==> config.mk <==
export PLATFORM = sky130hd
export DESIGN_NAME = pcs_regs
export DESIGN_NICKNAME = d
export VERILOG_FILES = /design/src/hw/pcs_pkg.sv /design/src/hw/pcs_comp_fold.sv /design/src/hw/pcs_sum_sign.sv /design/src/hw/pcs_regs.sv
export SDC_FILE = /design/constraint.sdc
export NUM_CORES = 1
export LEC_CHECK = 0
export ABC_AREA = 1
export BUFFER_PORTS_ARGS = -buffer_cell sky130_fd_sc_hd__buf_4
export CAP_MARGIN = 20
export CELL_PAD_IN_SITES_DETAIL_PLACEMENT = 1
export CELL_PAD_IN_SITES_GLOBAL_PLACEMENT = 2
export CORE_UTILIZATION = 28
export DETAILED_ROUTE_END_ITERATION = 10
export PLACE_DENSITY_LB_ADDON = 0.08
export SYNTH_ARGS = -nofsm -noshare
export SYNTH_HDL_FRONTEND = slang
export SYNTH_HIERARCHICAL = 1
export SYNTH_SLANG_ARGS = --single-unit
==> constraint.sdc <==
create_clock -name sys_clk -period 7.05 [get_ports sys_clk]
set_clock_uncertainty 0.05 [all_clocks]
set_input_delay 1.41 -clock sys_clk [delete_from_list [all_inputs] [get_ports sys_clk]]
set_output_delay 1.41 -clock sys_clk [all_outputs]
set_load 0.02 [all_outputs]
==> src/hw/pcs_pkg.sv <==
// Constants shared by the phase compensation and power sign register bank.
// Assumes a 16-bit register port with addresses taken as printed word offsets.
package pcs_pkg;

    // ------------------------------------------------------------------
    // Register map
    // ------------------------------------------------------------------
    localparam logic [15:0] PCS_ADDR_COMP_A   = 16'he614;
    localparam logic [15:0] PCS_ADDR_COMP_B   = 16'he615;
    localparam logic [15:0] PCS_ADDR_COMP_C   = 16'he616;
    localparam logic [15:0] PCS_ADDR_SIGN     = 16'he617;
    localparam logic [15:0] PCS_ADDR_IRQ_STAT = 16'he6f0;
    localparam logic [15:0] PCS_ADDR_IRQ_CLR  = 16'he6f1;
    localparam logic [15:0] PCS_ADDR_IRQ_EN   = 16'he6f2;

    // ------------------------------------------------------------------
    // Field layout and reset values
    // ------------------------------------------------------------------
    localparam int          PCS_COMP_W        = 10;
    localparam logic [9:0]  PCS_COMP_RST      = 10'h000;
    localparam logic [9:0]  PCS_FOLD_LO_FIRST = 10'h180;   // 384.
    localparam logic [9:0]  PCS_FOLD_HI_FIRST = 10'h380;   // 896.
    localparam logic [9:0]  PCS_VOLT_FIRST    = 10'h200;   // 512.
    localparam logic [9:0]  PCS_FOLD_STEP     = 10'h180;   // 384.
    localparam int          PCS_SIGN_W        = 9;
    localparam logic [8:0]  PCS_SIGN_RST      = 9'h000;
    localparam int          PCS_BIT_ACT_A     = 0;
    localparam int          PCS_BIT_SUM1      = 3;
    localparam int          PCS_BIT_REACT_A   = 4;
    localparam int          PCS_BIT_SUM2      = 7;
    localparam int          PCS_BIT_SUM3      = 8;

    // ------------------------------------------------------------------
    // Quantity codes of the pulse output datapaths
    // ------------------------------------------------------------------
    localparam logic [2:0]  PCS_Q_ACT         = 3'h0;
    localparam logic [2:0]  PCS_Q_REACT       = 3'h1;
    localparam logic [2:0]  PCS_Q_APP         = 3'h2;
    localparam logic [2:0]  PCS_Q_FACT        = 3'h3;
    localparam logic [2:0]  PCS_Q_FREACT      = 3'h4;

endpackage

==> src/hw/pcs_comp_fold.sv <==
// One phase compensation value folded into its effective range.
// Assumes a raw value held by the register bank on the same clock.
`timescale 1ns/10ps
module pcs_comp_fold (
    input  wire logic       sys_clk,
    input  wire logic       srst,
    input  wire logic       clk_en,
    input  wire logic [9:0] raw_value,
    output logic      [9:0] eff_value_r
);

    // ------------------------------------------------------------------
    // Folding
    // ------------------------------------------------------------------
    // Maps the two unused windows onto the values 384 below them.
    function automatic logic [9:0] fold(input logic [9:0] v);
        logic [9:0] r;
        r = v;
        if (v >= pcs_pkg::PCS_FOLD_HI_FIRST) begin
            r = v - pcs_pkg::PCS_FOLD_STEP;
        end else if (v >= pcs_pkg::PCS_FOLD_LO_FIRST && v < pcs_pkg::PCS_VOLT_FIRST) begin
            r = v - pcs_pkg::PCS_FOLD_STEP;
        end
        return r;
    endfunction

    // Registers the effective value for the compensation filter.
    always_ff @(posedge sys_clk) begin
        if (srst) begin
            eff_value_r <= pcs_pkg::PCS_COMP_RST;
        end else if (clk_en) begin
            eff_value_r <= fold(raw_value);
        end
    end

endmodule

==> src/hw/pcs_sum_sign.sv <==
// Sign of the summed phase powers of one pulse output datapath.
// Assumes terms already chosen by quantity code, on the same clock.
`timescale 1ns/10ps
module pcs_sum_sign #(
    parameter int PWR_W = 24
) (
    input  wire logic              sys_clk,
    input  wire logic              srst,
    input  wire logic              clk_en,
    input  wire logic              result_valid,
    input  wire logic [2:0]        phase_select,
    input  wire logic [2:0]        quantity_select,
    input  wire logic [PWR_W-1:0]  term_a,
    input  wire logic [PWR_W-1:0]  term_b,
    input  wire logic [PWR_W-1:0]  term_c,
    output logic                   sum_sign_r,
    output logic                   out_active_r
);

    logic signed [PWR_W+1:0] sum_nxt;
    logic                    code_ok;

    // Sums only the phases that the phase select enables.
    always_comb begin
        sum_nxt = '0;
        if (phase_select[0]) sum_nxt = sum_nxt + {{2{term_a[PWR_W-1]}}, term_a};
        if (phase_select[1]) sum_nxt = sum_nxt + {{2{term_b[PWR_W-1]}}, term_b};
        if (phase_select[2]) sum_nxt = sum_nxt + {{2{term_c[PWR_W-1]}}, term_c};
    end

    // Reserved quantity codes suppress the output.
    assign code_ok = (quantity_select <= pcs_pkg::PCS_Q_FREACT);

    // Refreshes the sign on each new result; a suppressed output keeps it.
    always_ff @(posedge sys_clk) begin
        if (srst) begin
            sum_sign_r   <= 1'b0;
            out_active_r <= 1'b0;
        end else if (clk_en) begin
            out_active_r <= code_ok;
            if (result_valid && code_ok) begin
                sum_sign_r <= sum_nxt[PWR_W+1];
            end
        end
    end

endmodule

==> src/hw/pcs_regs.sv <==
// Phase compensation and power sign register bank with its interrupt logic.
// Assumes power results, source selects and output selects from the DSP core
// on sys_clk, and a register port whose strobes are one cycle long.
`timescale 1ns/10ps
module pcs_regs #(
    parameter int PWR_W = 24
) (
    input  wire logic              sys_clk,
    input  wire logic              srst,
    input  wire logic              clk_en,
    // Register port.
    input  wire logic [15:0]       reg_addr,
    input  wire logic [15:0]       reg_wdata,
    input  wire logic              reg_wr,
    input  wire logic              reg_rd,
    output logic      [15:0]       reg_rdata,
    // Power results, one strobe per new result.
    input  wire logic              result_valid,
    input  wire logic [PWR_W-1:0]  act_tot_a,
    input  wire logic [PWR_W-1:0]  act_tot_b,
    input  wire logic [PWR_W-1:0]  act_tot_c,
    input  wire logic [PWR_W-1:0]  act_fund_a,
    input  wire logic [PWR_W-1:0]  act_fund_b,
    input  wire logic [PWR_W-1:0]  act_fund_c,
    input  wire logic [PWR_W-1:0]  react_tot_a,
    input  wire logic [PWR_W-1:0]  react_tot_b,
    input  wire logic [PWR_W-1:0]  react_tot_c,
    input  wire logic [PWR_W-1:0]  react_fund_a,
    input  wire logic [PWR_W-1:0]  react_fund_b,
    input  wire logic [PWR_W-1:0]  react_fund_c,
    input  wire logic [PWR_W-1:0]  apparent_a,
    input  wire logic [PWR_W-1:0]  apparent_b,
    input  wire logic [PWR_W-1:0]  apparent_c,
    // Selections kept in the core's mode registers.
    input  wire logic              active_sign_source_select,
    input  wire logic              reactive_sign_source_select,
    input  wire logic [2:0]        output1_phase_select,
    input  wire logic [2:0]        output2_phase_select,
    input  wire logic [2:0]        output3_phase_select,
    input  wire logic [2:0]        output1_quantity_select,
    input  wire logic [2:0]        output2_quantity_select,
    input  wire logic [2:0]        output3_quantity_select,
    // Effective compensation values for the filters.
    output logic      [9:0]        phase_a_comp_eff,
    output logic      [9:0]        phase_b_comp_eff,
    output logic      [9:0]        phase_c_comp_eff,
    // Pulse output enables after reserved code check.
    output logic                   output1_active,
    output logic                   output2_active,
    output logic                   output3_active,
    // Level interrupt.
    output logic                   irq
);

    // ------------------------------------------------------------------
    // Declarations
    // ------------------------------------------------------------------
    logic [9:0]              phase_a_comp_r;
    logic [9:0]              phase_b_comp_r;
    logic [9:0]              phase_c_comp_r;
    logic [2:0]              act_sign_r;
    logic [2:0]              react_sign_r;
    logic                    output1_total_sign;
    logic                    output2_total_sign;
    logic                    output3_total_sign;
    logic [8:0]              sign_word;
    logic [8:0]              sign_prev_r;
    logic                    sign_seen_r;
    logic [8:0]              irq_stat_r;
    logic [8:0]              irq_en_r;
    logic [8:0]              irq_set;
    logic [8:0]              irq_clr;
    logic [15:0]             rdata_nxt;
    logic                    wr_go;
    logic                    rd_go;
    logic [PWR_W-1:0]        o1_a;
    logic [PWR_W-1:0]        o1_b;
    logic [PWR_W-1:0]        o1_c;
    logic [PWR_W-1:0]        o2_a;
    logic [PWR_W-1:0]        o2_b;
    logic [PWR_W-1:0]        o2_c;
    logic [PWR_W-1:0]        o3_a;
    logic [PWR_W-1:0]        o3_b;
    logic [PWR_W-1:0]        o3_c;

    // ------------------------------------------------------------------
    // Helper functions
    // ------------------------------------------------------------------
    // Chooses one phase's power by quantity code; reserved codes give zero.
    function automatic logic [PWR_W-1:0] pick(
        input logic [2:0]       code,
        input logic [PWR_W-1:0] act,
        input logic [PWR_W-1:0] react,
        input logic [PWR_W-1:0] app,
        input logic [PWR_W-1:0] fact,
        input logic [PWR_W-1:0] freact
    );
        logic [PWR_W-1:0] r;
        r = '0;
        case (code)
            pcs_pkg::PCS_Q_ACT:    r = act;
            pcs_pkg::PCS_Q_REACT:  r = react;
            pcs_pkg::PCS_Q_APP:    r = app;
            pcs_pkg::PCS_Q_FACT:   r = fact;
            pcs_pkg::PCS_Q_FREACT: r = freact;
            default:               r = '0;
        endcase
        return r;
    endfunction

    // Sign bit of a total or fundamental power chosen by a source select.
    function automatic logic sign_of(
        input logic             use_fund,
        input logic [PWR_W-1:0] tot,
        input logic [PWR_W-1:0] fund
    );
        return use_fund ? fund[PWR_W-1] : tot[PWR_W-1];
    endfunction

    // ------------------------------------------------------------------
    // Register port decode
    // ------------------------------------------------------------------
    // Gates the strobes with the clock enable so a frozen block sees nothing.
    assign wr_go = reg_wr && clk_en;
    assign rd_go = reg_rd && clk_en;

    // Stores the compensation registers; bits 15:10 are dropped on write.
    always_ff @(posedge sys_clk) begin
        if (srst) begin
            phase_a_comp_r <= pcs_pkg::PCS_COMP_RST;
            phase_b_comp_r <= pcs_pkg::PCS_COMP_RST;
            phase_c_comp_r <= pcs_pkg::PCS_COMP_RST;
        end else if (wr_go) begin
            case (reg_addr)
                pcs_pkg::PCS_ADDR_COMP_A: begin
                    phase_a_comp_r <= reg_wdata[9:0];
                end
                pcs_pkg::PCS_ADDR_COMP_B: begin
                    phase_b_comp_r <= reg_wdata[9:0];
                end
                pcs_pkg::PCS_ADDR_COMP_C: begin
                    phase_c_comp_r <= reg_wdata[9:0];
                end
                default: begin
                end
            endcase
        end
    end

    // Stores the interrupt enable register.
    always_ff @(posedge sys_clk) begin
        if (srst) begin
            irq_en_r <= 9'h000;
        end else if (wr_go && reg_addr == pcs_pkg::PCS_ADDR_IRQ_EN) begin
            irq_en_r <= reg_wdata[8:0];
        end
    end

    // ------------------------------------------------------------------
    // Compensation folding
    // ------------------------------------------------------------------
    // Each phase gets its effective value through its own folding stage.
    pcs_comp_fold u_fold_a (
        .sys_clk     (sys_clk),
        .srst        (srst),
        .clk_en      (clk_en),
        .raw_value   (phase_a_comp_r),
        .eff_value_r (phase_a_comp_eff)
    );

    pcs_comp_fold u_fold_b (
        .sys_clk     (sys_clk),
        .srst        (srst),
        .clk_en      (clk_en),
        .raw_value   (phase_b_comp_r),
        .eff_value_r (phase_b_comp_eff)
    );

    pcs_comp_fold u_fold_c (
        .sys_clk     (sys_clk),
        .srst        (srst),
        .clk_en      (clk_en),
        .raw_value   (phase_c_comp_r),
        .eff_value_r (phase_c_comp_eff)
    );

    // ------------------------------------------------------------------
    // Per-phase sign flags
    // ------------------------------------------------------------------
    // Refreshes the six phase flags on every new power result.
    always_ff @(posedge sys_clk) begin
        if (srst) begin
            act_sign_r   <= 3'h0;
            react_sign_r <= 3'h0;
        end else if (clk_en && result_valid) begin
            act_sign_r[0]   <= sign_of(active_sign_source_select, act_tot_a, act_fund_a);
            act_sign_r[1]   <= sign_of(active_sign_source_select, act_tot_b, act_fund_b);
            act_sign_r[2]   <= sign_of(active_sign_source_select, act_tot_c, act_fund_c);
            react_sign_r[0] <= sign_of(reactive_sign_source_select, react_tot_a, react_fund_a);
            react_sign_r[1] <= sign_of(reactive_sign_source_select, react_tot_b, react_fund_b);
            react_sign_r[2] <= sign_of(reactive_sign_source_select, react_tot_c, react_fund_c);
        end
    end
    // The six flags above follow the chosen total or fundamental power.

    // ------------------------------------------------------------------
    // Pulse output datapath sums
    // ------------------------------------------------------------------
    // Chooses each phase's term of each datapath by its quantity code.
    assign o1_a = pick(output1_quantity_select, act_tot_a, react_tot_a, apparent_a,
                       act_fund_a, react_fund_a);
    assign o1_b = pick(output1_quantity_select, act_tot_b, react_tot_b, apparent_b,
                       act_fund_b, react_fund_b);
    assign o1_c = pick(output1_quantity_select, act_tot_c, react_tot_c, apparent_c,
                       act_fund_c, react_fund_c);
    assign o2_a = pick(output2_quantity_select, act_tot_a, react_tot_a, apparent_a,
                       act_fund_a, react_fund_a);
    assign o2_b = pick(output2_quantity_select, act_tot_b, react_tot_b, apparent_b,
                       act_fund_b, react_fund_b);
    assign o2_c = pick(output2_quantity_select, act_tot_c, react_tot_c, apparent_c,
                       act_fund_c, react_fund_c);
    assign o3_a = pick(output3_quantity_select, act_tot_a, react_tot_a, apparent_a,
                       act_fund_a, react_fund_a);
    assign o3_b = pick(output3_quantity_select, act_tot_b, react_tot_b, apparent_b,
                       act_fund_b, react_fund_b);
    assign o3_c = pick(output3_quantity_select, act_tot_c, react_tot_c, apparent_c,
                       act_fund_c, react_fund_c);

    // Sign of the first pulse output sum.
    pcs_sum_sign #(.PWR_W(PWR_W)) u_sum1 (
        .sys_clk         (sys_clk),
        .srst            (srst),
        .clk_en          (clk_en),
        .result_valid    (result_valid),
        .phase_select    (output1_phase_select),
        .quantity_select (output1_quantity_select),
        .term_a          (o1_a),
        .term_b          (o1_b),
        .term_c          (o1_c),
        .sum_sign_r      (output1_total_sign),
        .out_active_r    (output1_active)
    );

    // Sign of the second pulse output sum.
    pcs_sum_sign #(.PWR_W(PWR_W)) u_sum2 (
        .sys_clk         (sys_clk),
        .srst            (srst),
        .clk_en          (clk_en),
        .result_valid    (result_valid),
        .phase_select    (output2_phase_select),
        .quantity_select (output2_quantity_select),
        .term_a          (o2_a),
        .term_b          (o2_b),
        .term_c          (o2_c),
        .sum_sign_r      (output2_total_sign),
        .out_active_r    (output2_active)
    );

    // Sign of the third pulse output sum.
    pcs_sum_sign #(.PWR_W(PWR_W)) u_sum3 (
        .sys_clk         (sys_clk),
        .srst            (srst),
        .clk_en          (clk_en),
        .result_valid    (result_valid),
        .phase_select    (output3_phase_select),
        .quantity_select (output3_quantity_select),
        .term_a          (o3_a),
        .term_b          (o3_b),
        .term_c          (o3_c),
        .sum_sign_r      (output3_total_sign),
        .out_active_r    (output3_active)
    );

    // Assembles the sign word in its documented bit order.
    always_comb begin
        sign_word = pcs_pkg::PCS_SIGN_RST;
        sign_word[pcs_pkg::PCS_BIT_ACT_A +: 3]   = act_sign_r;
        sign_word[pcs_pkg::PCS_BIT_SUM1]         = output1_total_sign;
        sign_word[pcs_pkg::PCS_BIT_REACT_A +: 3] = react_sign_r;
        sign_word[pcs_pkg::PCS_BIT_SUM2]         = output2_total_sign;
        sign_word[pcs_pkg::PCS_BIT_SUM3]         = output3_total_sign;
    end

    // ------------------------------------------------------------------
    // Interrupts
    // ------------------------------------------------------------------
    // Remembers the last sign word so that any flag change raises an event.
    always_ff @(posedge sys_clk) begin
        if (srst) begin
            sign_prev_r <= pcs_pkg::PCS_SIGN_RST;
            sign_seen_r <= 1'b0;
        end else if (clk_en) begin
            sign_prev_r <= sign_word;
            sign_seen_r <= 1'b1;
        end
    end

    assign irq_set = sign_seen_r ? (sign_word ^ sign_prev_r) : 9'h000;
    assign irq_clr = (wr_go && reg_addr == pcs_pkg::PCS_ADDR_IRQ_CLR) ? reg_wdata[8:0] : 9'h000;

    // Sticky status; a change in the clearing cycle stays set.
    always_ff @(posedge sys_clk) begin
        if (srst) begin
            irq_stat_r <= 9'h000;
        end else if (clk_en) begin
            irq_stat_r <= (irq_stat_r & ~irq_clr) | irq_set;
        end
    end

    // Raises the level interrupt while an enabled status bit is set.
    always_ff @(posedge sys_clk) begin
        if (srst) begin
            irq <= 1'b0;
        end else if (clk_en) begin
            irq <= |(((irq_stat_r & ~irq_clr) | irq_set) & irq_en_r);
        end
    end

    // ------------------------------------------------------------------
    // Read path
    // ------------------------------------------------------------------
    // Selects read data; unmapped and write-only addresses read zero.
    always_comb begin
        rdata_nxt = 16'h0000;
        case (reg_addr)
            pcs_pkg::PCS_ADDR_COMP_A:   rdata_nxt = {6'h00, phase_a_comp_r};
            pcs_pkg::PCS_ADDR_COMP_B:   rdata_nxt = {6'h00, phase_b_comp_r};
            pcs_pkg::PCS_ADDR_COMP_C:   rdata_nxt = {6'h00, phase_c_comp_r};
            pcs_pkg::PCS_ADDR_SIGN:     rdata_nxt = {7'h00, sign_word};
            pcs_pkg::PCS_ADDR_IRQ_STAT: rdata_nxt = {7'h00, irq_stat_r};
            pcs_pkg::PCS_ADDR_IRQ_EN:   rdata_nxt = {7'h00, irq_en_r};
            default:                    rdata_nxt = 16'h0000;
        endcase
    end

    // Read data stand only in the cycle after the read strobe.
    always_ff @(posedge sys_clk) begin
        if (srst) begin
            reg_rdata <= 16'h0000;
        end else if (clk_en) begin
            reg_rdata <= rd_go ? rdata_nxt : 16'h0000;
        end
    end
    // Writes to the sign address decode to nothing and are dropped.

endmodule

==> metrics.csv, run 1 <==
metric,value,unit
status,"complete, no violations",
tightest_slew,982.1,ps
cp_slowest_cell,inv_2,
synth.area.top_cells,"nand2_1 23%, inv_1 12%, dfxtp_1 11%, ha_1 8.0%, o22ai_1 7.3%",
synth_area,20140,µm²
clk_pin_slew,70,ps
p_sw_share,48.56,%
r2r_end,u_fold_b/eff_value_r[7],
vias,26780,
worstHoldStart,reg_rdata[9],
synth_cell_types,52,
cts_max_level,3,
dp_cells,5032,
cpPeakStageDelay,490,ps
vias_per_cell,5.304,
hold-path-cell-count,2,
yosys_most_used_dff,dfxtp_1,
hold_end,reg_rdata[9],
whs,418.9,ps
power,2.814,mW
gp_congestion,0.9731,
path_class,in -> reg,
p_leak,12.45,nW
cts_root_buffer,clkbuf_16,
required,7260,ps
crit_buf_inv,6,
drc_errors,0,
ys.warnings.count,6,
die_w,270.2,µm
power_frac_clock,17.8,%
areaGrowthSynthToFinish,24.79,%
post_cts_buffers,0,
crit_family,simple AND/OR/NAND/NOR gates,
tns,0,ps
drtPass1Iterations,7,
ctsHoldBuffers,0,
cts.sinks,111,
clkLatencyLatePin,370,ps
grt_max_degree,60,
p_sw,1.367,mW
fmax,0.1615,GHz
pwr-share-seq,23.5,%
cp-start-kind,input pin,
portBuffers,455,
ctsResizeCount,0,
fp.coreArea,70640,µm²
grt_pass1_wl,175700,µm
rsz0062_at_grt,false,
r2r_slack,5550,ps
cts_buffer_depth,2,
cts_tree,done,
postLayoutCoreUtil,35.59,%
wl_per_cell,23.85,µm
yosys-top-cells-count,"1211 x nand2_1, 665 x inv_1, 234 x o22ai_1",
syn_avg_cell_area,5.408,µm²
worstPathArrival,6400,ps
hold_path_class,reg -> reg,
antenna_found_initial,8,
power.density,111.9,nW/µm²
synthArstFlopShare,0,%
yosysSeqAreaShare,11.03,%
io_pins,468,
drv_slew,0,
grt_use_total,31.94,%
ys_ff_latch,111,
period_share,87.85,%
totalWireLength,120400,µm
drt-initial-drc-count,1818,
syn_inst,3725,
final_antenna_net_count,0,
first_global_vias,26580,
fin_crit,6194,ps
stdcell_count,5049,
path_max_fanout,20,
synth-edff-count,0,
power_frac_comb,58.7,%
die_h,270.2,µm
overflow,0,
finalSetupViolCount,0,
intPower,1.447,mW
dpl.hpwl,99760,µm
layout.nets,4653,
finalHoldViolCount,0,
start_util,28.52,%
relSlewSlack,33.84,%
drv_cap,0,
reg2regPathDepth,8,
cts_made_buffers,9,
synth_top_area_share,22.57,%
dieArea,73020,µm²
yosysTopAreaCell,nand2_1,
final_layout_size_suffix_gt1_share,17.53,%
num_rows,97,
ir_worst_vdd,0.1043,mV
yosysMostFrequentCell,nand2_1,
regToRegStartpoint,phase_b_comp_r[7],
crit_path_frequent_cell,nand3_1,
endpoint_kind,flop,
==> metrics by stage <==
stage	setup slack [ps]	cell area, µm²
3_3_place_gp	563.7	24860
5_1_grt	403.8	25140
2_1_floorplan	1664	20160
3_5_place_dp	456.3	24860
4_1_cts	834.0	25130
6_report	856.4	25140
==> layout make-up <==
type	instances	area, µm²
timing repair buffer	528	4202
antenna	2	5.005
fill	9723	45500
tap	940	1176
clock buffer	9	225.2
inverter	686	2580
clock inverter	6	46.29
multi-input combinational	2767	14680
sequential	111	2222
==> per-layer routing <==
layer | global-route usage, % | up-vias | share of wire [%]
met5 | 0 | - | 0.061
met1 | 44.22 | 12910 | 47
met4 | 10.59 | 12 | 3.7
met2 | 51.58 | 821 | 44
li1 | - | 12910 | -
met3 | 3.014 | 127 | 5.0
==> power groups by stage <==
stage	registers (mW)	clock network [mW]	logic, mW
2_1_floorplan	0.685	0	0.846
3_3_place_gp	0.676	0	1.61
3_5_place_dp	0.677	0	1.63
4_1_cts	0.662	0.512	1.63
5_1_grt	0.665	0.538	1.78
6_report	0.662	0.500	1.65
==> flip-flops by register name, summed over array words and instances (netlist names), 3 cells and up <==
signal / flops
phase_a_comp_r: 10
phase_b_comp_r: 10
phase_c_comp_r: 10
reg_rdata: 10
u_fold_a/eff_value_r: 10
u_fold_b/eff_value_r: 10
u_fold_c/eff_value_r: 10
irq_en_r: 9
irq_stat_r: 9
sign_prev_r: 9
act_sign_r: 3
react_sign_r: 3
==> worst max-delay path by stage <==
stage | startpoint | to | slack (ps) | depth (start not counted)
6_report | output2_quantity_select[2] | u_sum2/sum_sign_r | 860 | 31
5_1_grt | output2_quantity_select[2] | u_sum2/sum_sign_r | 400 | 35
4_1_cts | output2_quantity_select[2] | u_sum2/sum_sign_r | 830 | 36
3_5_place_dp | output2_quantity_select[2] | u_sum2/sum_sign_r | 460 | 36
3_3_place_gp | output2_quantity_select[2] | u_sum2/sum_sign_r | 560 | 36
2_1_floorplan | output3_quantity_select[1] | u_sum3/sum_sign_r | 1660 | 35
==> placed cells by master (no fill, tap or decap), drive strengths merged, types with 25 or more instances in the layout <==
| cell type | count |
|---|---|
| nor3 | 25 |
| nand4 | 222 |
| nand3 | 170 |
| a21oi | 208 |
| nor2 | 166 |
| ha | 129 |
| o21ai | 192 |
| inv | 683 |
| buf | 528 |
| o22ai | 234 |
| dfxtp | 111 |
| nand2 | 1265 |
==> tightest hold or removal path, stage by stage (launching register included) <==
cell and delay (ps):
dfxtp_1 310, nand2_1 60, a21oi_1 50
==> cells by family after synthesis <==
| family | after synthesis | synth area share, % |
|---|---|---|
| buf+inv | 852 | 16.60 |
| flops | 111 | 11.03 |
| compound gates | 699 | 20.30 |
| other cells | 1 | 0.01862 |
| xor+xnor | 33 | 1.435 |
| simple gates | 1897 | 42.30 |
| fa+ha+maj | 132 | 8.311 |
Power figures use the tool's default switching activity.
==> inputs of run 2 (changes only) <==
Settings changed: CORE_MARGIN set to 10, CTS_BUF_LIST set to sky130_fd_sc_hd__clkbuf_4 sky130_fd_sc_hd__clkbuf_8 sky130_fd_sc_hd__clkbuf_16.
Clock period 7.05 ns to 6.6 ns, I/O delays scaled along.
==> run 2 against run 1 <==
  * Sequential cell count unchanged
  * Non-clock buffer count increased by 43
  * Worst hold slack improved by 3.0 ps
  * Register-to-register slack got worse by 380 ps
  * Die area increased by 14%
  * Critical path type unchanged
  * Global-route usage decreased by 2.4 points
  * First-iteration DRC count decreased by 7.3%
  * Total power increased by 7.7%
  * Worst setup slack got worse by 260 ps
  * Critical path depth decreased by 3
==> metrics.csv, run 2 (same netlist as run 1, synthesis figures left out) <==
metric,value,unit
cts_made_buffers,9,
path_class,in -> reg,
crit_path_frequent_cell,nand3_1,
stdcell_count,5113,
cts_buffer_depth,2,
first_global_vias,26980,
clk_pin_slew,80,ps
dieArea,83070,µm²
vias,26940,
ctsResizeCount,0,
endpoint_kind,flop,
die_h,288.2,µm
layout.nets,4696,
final_layout_size_suffix_gt1_share,18.39,%
io_pins,468,
gp_congestion,0.9589,
final_antenna_net_count,0,
ctsHoldBuffers,0,
most-common-layout-cells,"1208 x nand2_1, 664 x inv_1, 558 x buf_4",
cp-start-kind,input pin,
cts_tree,done,
cts.sinks,111,
power.density,119.2,nW/µm²
areaGrowthSynthToFinish,26.24,%
drtPass1Iterations,5,
worstHoldStart,irq_en_r[3],
die_w,288.2,µm
wl_per_cell,24.95,µm
start_util,28.23,%
drt-initial-drc-count,1685,
r2r_end,u_fold_c/eff_value_r[7],
final_common_cell,nand2_1,
drv_slew,0,
totalWireLength,127600,µm
rsz0062_at_grt,false,
relSlewSlack,43.01,%
num_rows,98,
required,6810,ps
grt_pass1_wl,183900,µm
drv_cap,0,
reg2regPathDepth,8,
crit_buf_inv,5,
cp_slowest_cell,inv_2,
worstPathArrival,6210,ps
grt_use_total,29.52,%
status,"complete, no violations",
fmax,0.1665,GHz
r2r_slack,5170,ps
place_ws,319.7,ps
hold_end,irq_en_r[3],
path_max_fanout,20,
drc_errors,0,
cpPeakStageDelay,430,ps
dp_cells,5085,
postLayoutCoreUtil,35.64,%
dpl.hpwl,107300,µm
ir_worst_vdd,0.1712,mV
p_leak,12.64,nW
fin_crit,6005,ps
grt_max_degree,53,
setup_ws,594.9,ps
cts_root_buffer,clkbuf_16,
regToRegStartpoint,phase_c_comp_r[7],
period_share,90.99,%
finalHoldViolCount,0,
crit_family,simple AND/OR/NAND/NOR gates,
hold-path-cell-count,2,
fp.coreArea,71360,µm²
finalSetupViolCount,0,
antenna_found_initial,18,
tightest_slew,853.9,ps
hold_path_class,reg -> reg,
fillers,9795,
clkLatencyLatePin,370,ps
vias_per_cell,5.269,
cts_max_level,3,
overflow,0,
portBuffers,455,
post_cts_buffers,0,
tns,0,ps
run 2: cell types whose count changed in the layout (fill, tap and decap cells not counted), sizes merged:
cell    previous run  this run
diode              2        13
clkinv             7         6
buf              528       571
inv              683       684
run 2: power by group:
part	switching (mW)	internal [mW]	total [mW]
Combinational	1.17	0.610	1.78
Clock	0.282	0.258	0.540
Sequential	0.0172	0.691	0.709
Total	1.47	1.56	3.03
run 2: final cells by class:
cell class	count	area, µm²	area share (%)
Antenna cell	13	32.53	0.1279
Inverter	686	2580	10.15
Sequential cell	111	2222	8.738
Clock buffer	9	225.2	0.8856
Tap cell	950	1189	4.674
Timing Repair Buffer	571	4449	17.50
Multi-Input combinational cell	2767	14690	57.76
Clock inverter	6	45.04	0.1771
run 2: worst max-delay path by stage:
stage                             end                  startpoint  cells after the start  slack [ps]
finish              u_sum3/sum_sign_r  output3_quantity_select[0]                     28         590
global route        u_sum3/sum_sign_r  output3_quantity_select[0]                     31         220
CTS                 u_sum3/sum_sign_r  output3_quantity_select[2]                     31         700
detailed placement  u_sum3/sum_sign_r  output3_quantity_select[2]                     31         320
global placement    u_sum3/sum_sign_r  output3_quantity_select[2]                     32         370
floorplan           u_sum3/sum_sign_r  output3_quantity_select[1]                     35        1300
run 2: worst register-to-register path: stages, from the launching register on:
cell and delay [ps]:
dfxtp_1 410, ha_1 220, nand2_1 80, nor2_2 120, nand3_1 160, nand3_1 110
nand3_1 80, nand2_1 80, inv_1 40
run 2: metrics by stage:
step	power [mW]	instance area [µm²]	hold slack [ps]
after floorplan	1.635	20160	389.0
after global placement	2.464	25130	407.5
after detailed placement	2.480	25130	411.7
after CTS	3.019	25400	422.9
after global routing	3.216	25420	439.6
final	3.031	25430	421.9
run 2: routing by layer:
metal / vias to the layer above / share of wire (%) / GRT usage, %
met4: 10 / 3.8 / 10.72
met3: 146 / 5.6 / 4.331
met2: 784 / 45 / 48.43
met5: - / 0.047 / 0
li1: 13030 / - / -
met1: 12970 / 45 / 38.74
==> inputs of run 3 (changes only) <==
Settings changed: ABC_AREA 1 to unset, BUFFER_PORTS_ARGS -buffer_cell sky130_fd_sc_hd__buf_4 to -buffer_cell sky130_fd_sc_hd__buf_2, CORE_UTILIZATION 28 to 32.
==> run 3 against run 2 <==
  * Area after synthesis increased by 2.9%
  * Total power increased by 16%
  * Global-route usage increased by 3.4 points
  * Synthesized cell count decreased by 27%
  * Worst setup slack got worse by 520 ps
  * Critical path type unchanged
==> metrics.csv, run 3 <==
metric,value,unit
syn_avg_cell_area,7.665,µm²
multi_input_area,17370,µm²
cp-start-kind,input pin,
dieArea,75350,µm²
gp_congestion,0.9810,
finalHoldViolCount,0,
first_global_vias,27550,
synth-edff-count,0,
ys.warnings.count,6,
fin_crit,6523,ps
most-common-layout-cells,"502 x buf_4, 449 x buf_2, 436 x a22oi_1",
synth_area,20730,µm²
fmax,0.1533,GHz
yosysSeqAreaShare,10.72,%
cts_buffer_depth,2,
relSlewSlack,29.97,%
layout.nets,3979,
totalWireLength,131600,µm
dp_cells,4265,
path_class,in -> reg,
tightest_slew,1050,ps
synth_cell_types,80,
path_max_fanout,10,
fp.coreArea,64350,µm²
areaGrowthSynthToFinish,34.05,%
grt_max_degree,51,
fin_area,27780,µm²
cts_max_level,3,
portBuffers,455,
final_antenna_net_count,0,
fillers,7953,
final_common_cell,buf_4,
start_util,32.21,%
yosys_most_used_dff,dfxtp_1,
wl_met3,9953,µm
cts.sinks,111,
wl_met1,57330,µm
final_layout_size_suffix_gt1_share,38.67,%
die_w,274.5,µm
drv_slew,0,
io_pins,468,
synth.area.top_cells,"a22oi_1 16%, mux2_2 13%, dfxtp_1 11%, ha_1 7.8%, o22ai_1 6.6%",
hold_path_class,reg -> reg,
drc_errors,0,
endpoint_kind,flop,
required,6820,ps
yosys-top-cells-count,"439 x a22oi_1, 240 x mux2_2, 220 x o22ai_1",
num_rows,93,
highest_layer,met5,
ir_worst_vdd,0.1199,mV
p_leak,12.21,nW
ys_ff_latch,111,
stdcell_count,4294,
postLayoutCoreUtil,43.18,%
period_share,98.83,%
regArea,2222,µm²
worstPathArrival,6740,ps
vias,27100,
wl_per_cell,30.64,µm
synthArstFlopShare,0,%
syn_inst,2704,
synth_top_area_share,15.90,%
whs,419.1,ps
yosysMostFrequentCell,a22oi_1,
cts_made_buffers,9,
vias_per_cell,6.311,
overflow,0,
tns,0,ps
yosysTopAreaCell,a22oi_1,
finalSetupViolCount,0,
drtPass1Iterations,8,
dpl.hpwl,109400,µm
setup_ws,77.17,ps
power.density,126.7,nW/µm²
grt_pass1_wl,188400,µm
cts_tree,done,
status,"complete, no violations",
drt-initial-drc-count,2399,
power,3.519,mW
placed_area,27280,µm²
grt_use_total,32.96,%
clkLatencyLatePin,380,ps
antenna_found_initial,17,
place_ws,-418.6,ps
cts_root_buffer,clkbuf_16,
dr_wl_met2,59300,µm
die_h,274.5,µm
clk_pin_slew,80,ps
drv_cap,0,
-- run 3: cell count changes in the layout (fill, tap and decap cells not counted), moves of 209 or more --
cell     delta
nand4_1   -209
inv_1     -607
a22oi_1   +436
nand2_1  -1069
mux2_2    +240
buf_2     +449
-- run 3: area by class of cell --
class	count	share of cell area [%]
Tap cell	855	3.850
Clock inverter	7	0.2522
Inverter	57	0.7701
Antenna cell	5	0.04503
Timing Repair Buffer	982	23.76
Sequential cell	111	7.998
Clock buffer	9	0.8106
Multi-Input combinational cell	2268	62.51
-- run 3: kinds of logic (layout without fill, tap and decap cells) --
| family | after synthesis | after routing | share of synthesized area, % |
|---|---|---|---|
| AOI/OAI and AO/OA | 1111 | 1111 | 37.62 |
| and+or+nand+nor | 604 | 604 | 15.39 |
| muxes | 334 | 334 | 18.24 |
| buffers and inverters | 330 | 1055 | 6.453 |
| adders and majority gates | 138 | 138 | 8.385 |
| DFF | 111 | 111 | 10.72 |
| xor gates and xnor gates | 75 | 75 | 3.169 |
| other | 1 | 11 | 0.01809 |
-- run 3: path summary, 6_finish.rpt --
check / end / slack (ps) / start / cells past startpoint
worst max register to register: irq / 4650 / react_sign_r[0] / 5
worst max-delay path: u_sum1/sum_sign_r / 80 / output1_quantity_select[0] / 24
worst min register to register: reg_rdata[8] / 420 / reg_rdata[8] / 2
worst min-delay path: reg_rdata[8] / 420 / reg_rdata[8] / 2
-- run 3: what timing repair did --
item                       4_1_cts  5_1_grt
pin swaps                        0        5
setup endpoints to repair        1        3
resized for setup                2       26
hold buffers                     0        0
setup buffers                    0        6
-- run 3: power breakdown --
group	total, mW	switching (mW)	internal (mW)
logic	2.26	1.30	0.959
registers	0.695	0.0146	0.681
clock network	0.564	0.294	0.270
-- run 3: metal layers --
metal | up-vias | track usage, %
met1 | 13510 | 43.92
met4 | 8 | 11.45
li1 | 12080 | -
met3 | 218 | 5.523
met2 | 1279 | 52.81
met5 | - | 0
-- run 3: critical path, stage by stage --
cell,delay (ps)
buf_4,180
buf_12,180
buf_4,140
mux4_2,490
inv_1,60
o21ai_0,180
buf_4,240
ha_1,310
a211oi_1,300
o21ai_1,180
nor3_2,260
o211a_1,290
nor4_2,100
buf_4,160
a211o_1,250
o211ai_1,180
ha_1,320
a21o_1,160
a21o_1,170
a21oi_1,190
o21ai_0,200
or3_1,410
and4b_1,190
a311o_1,260
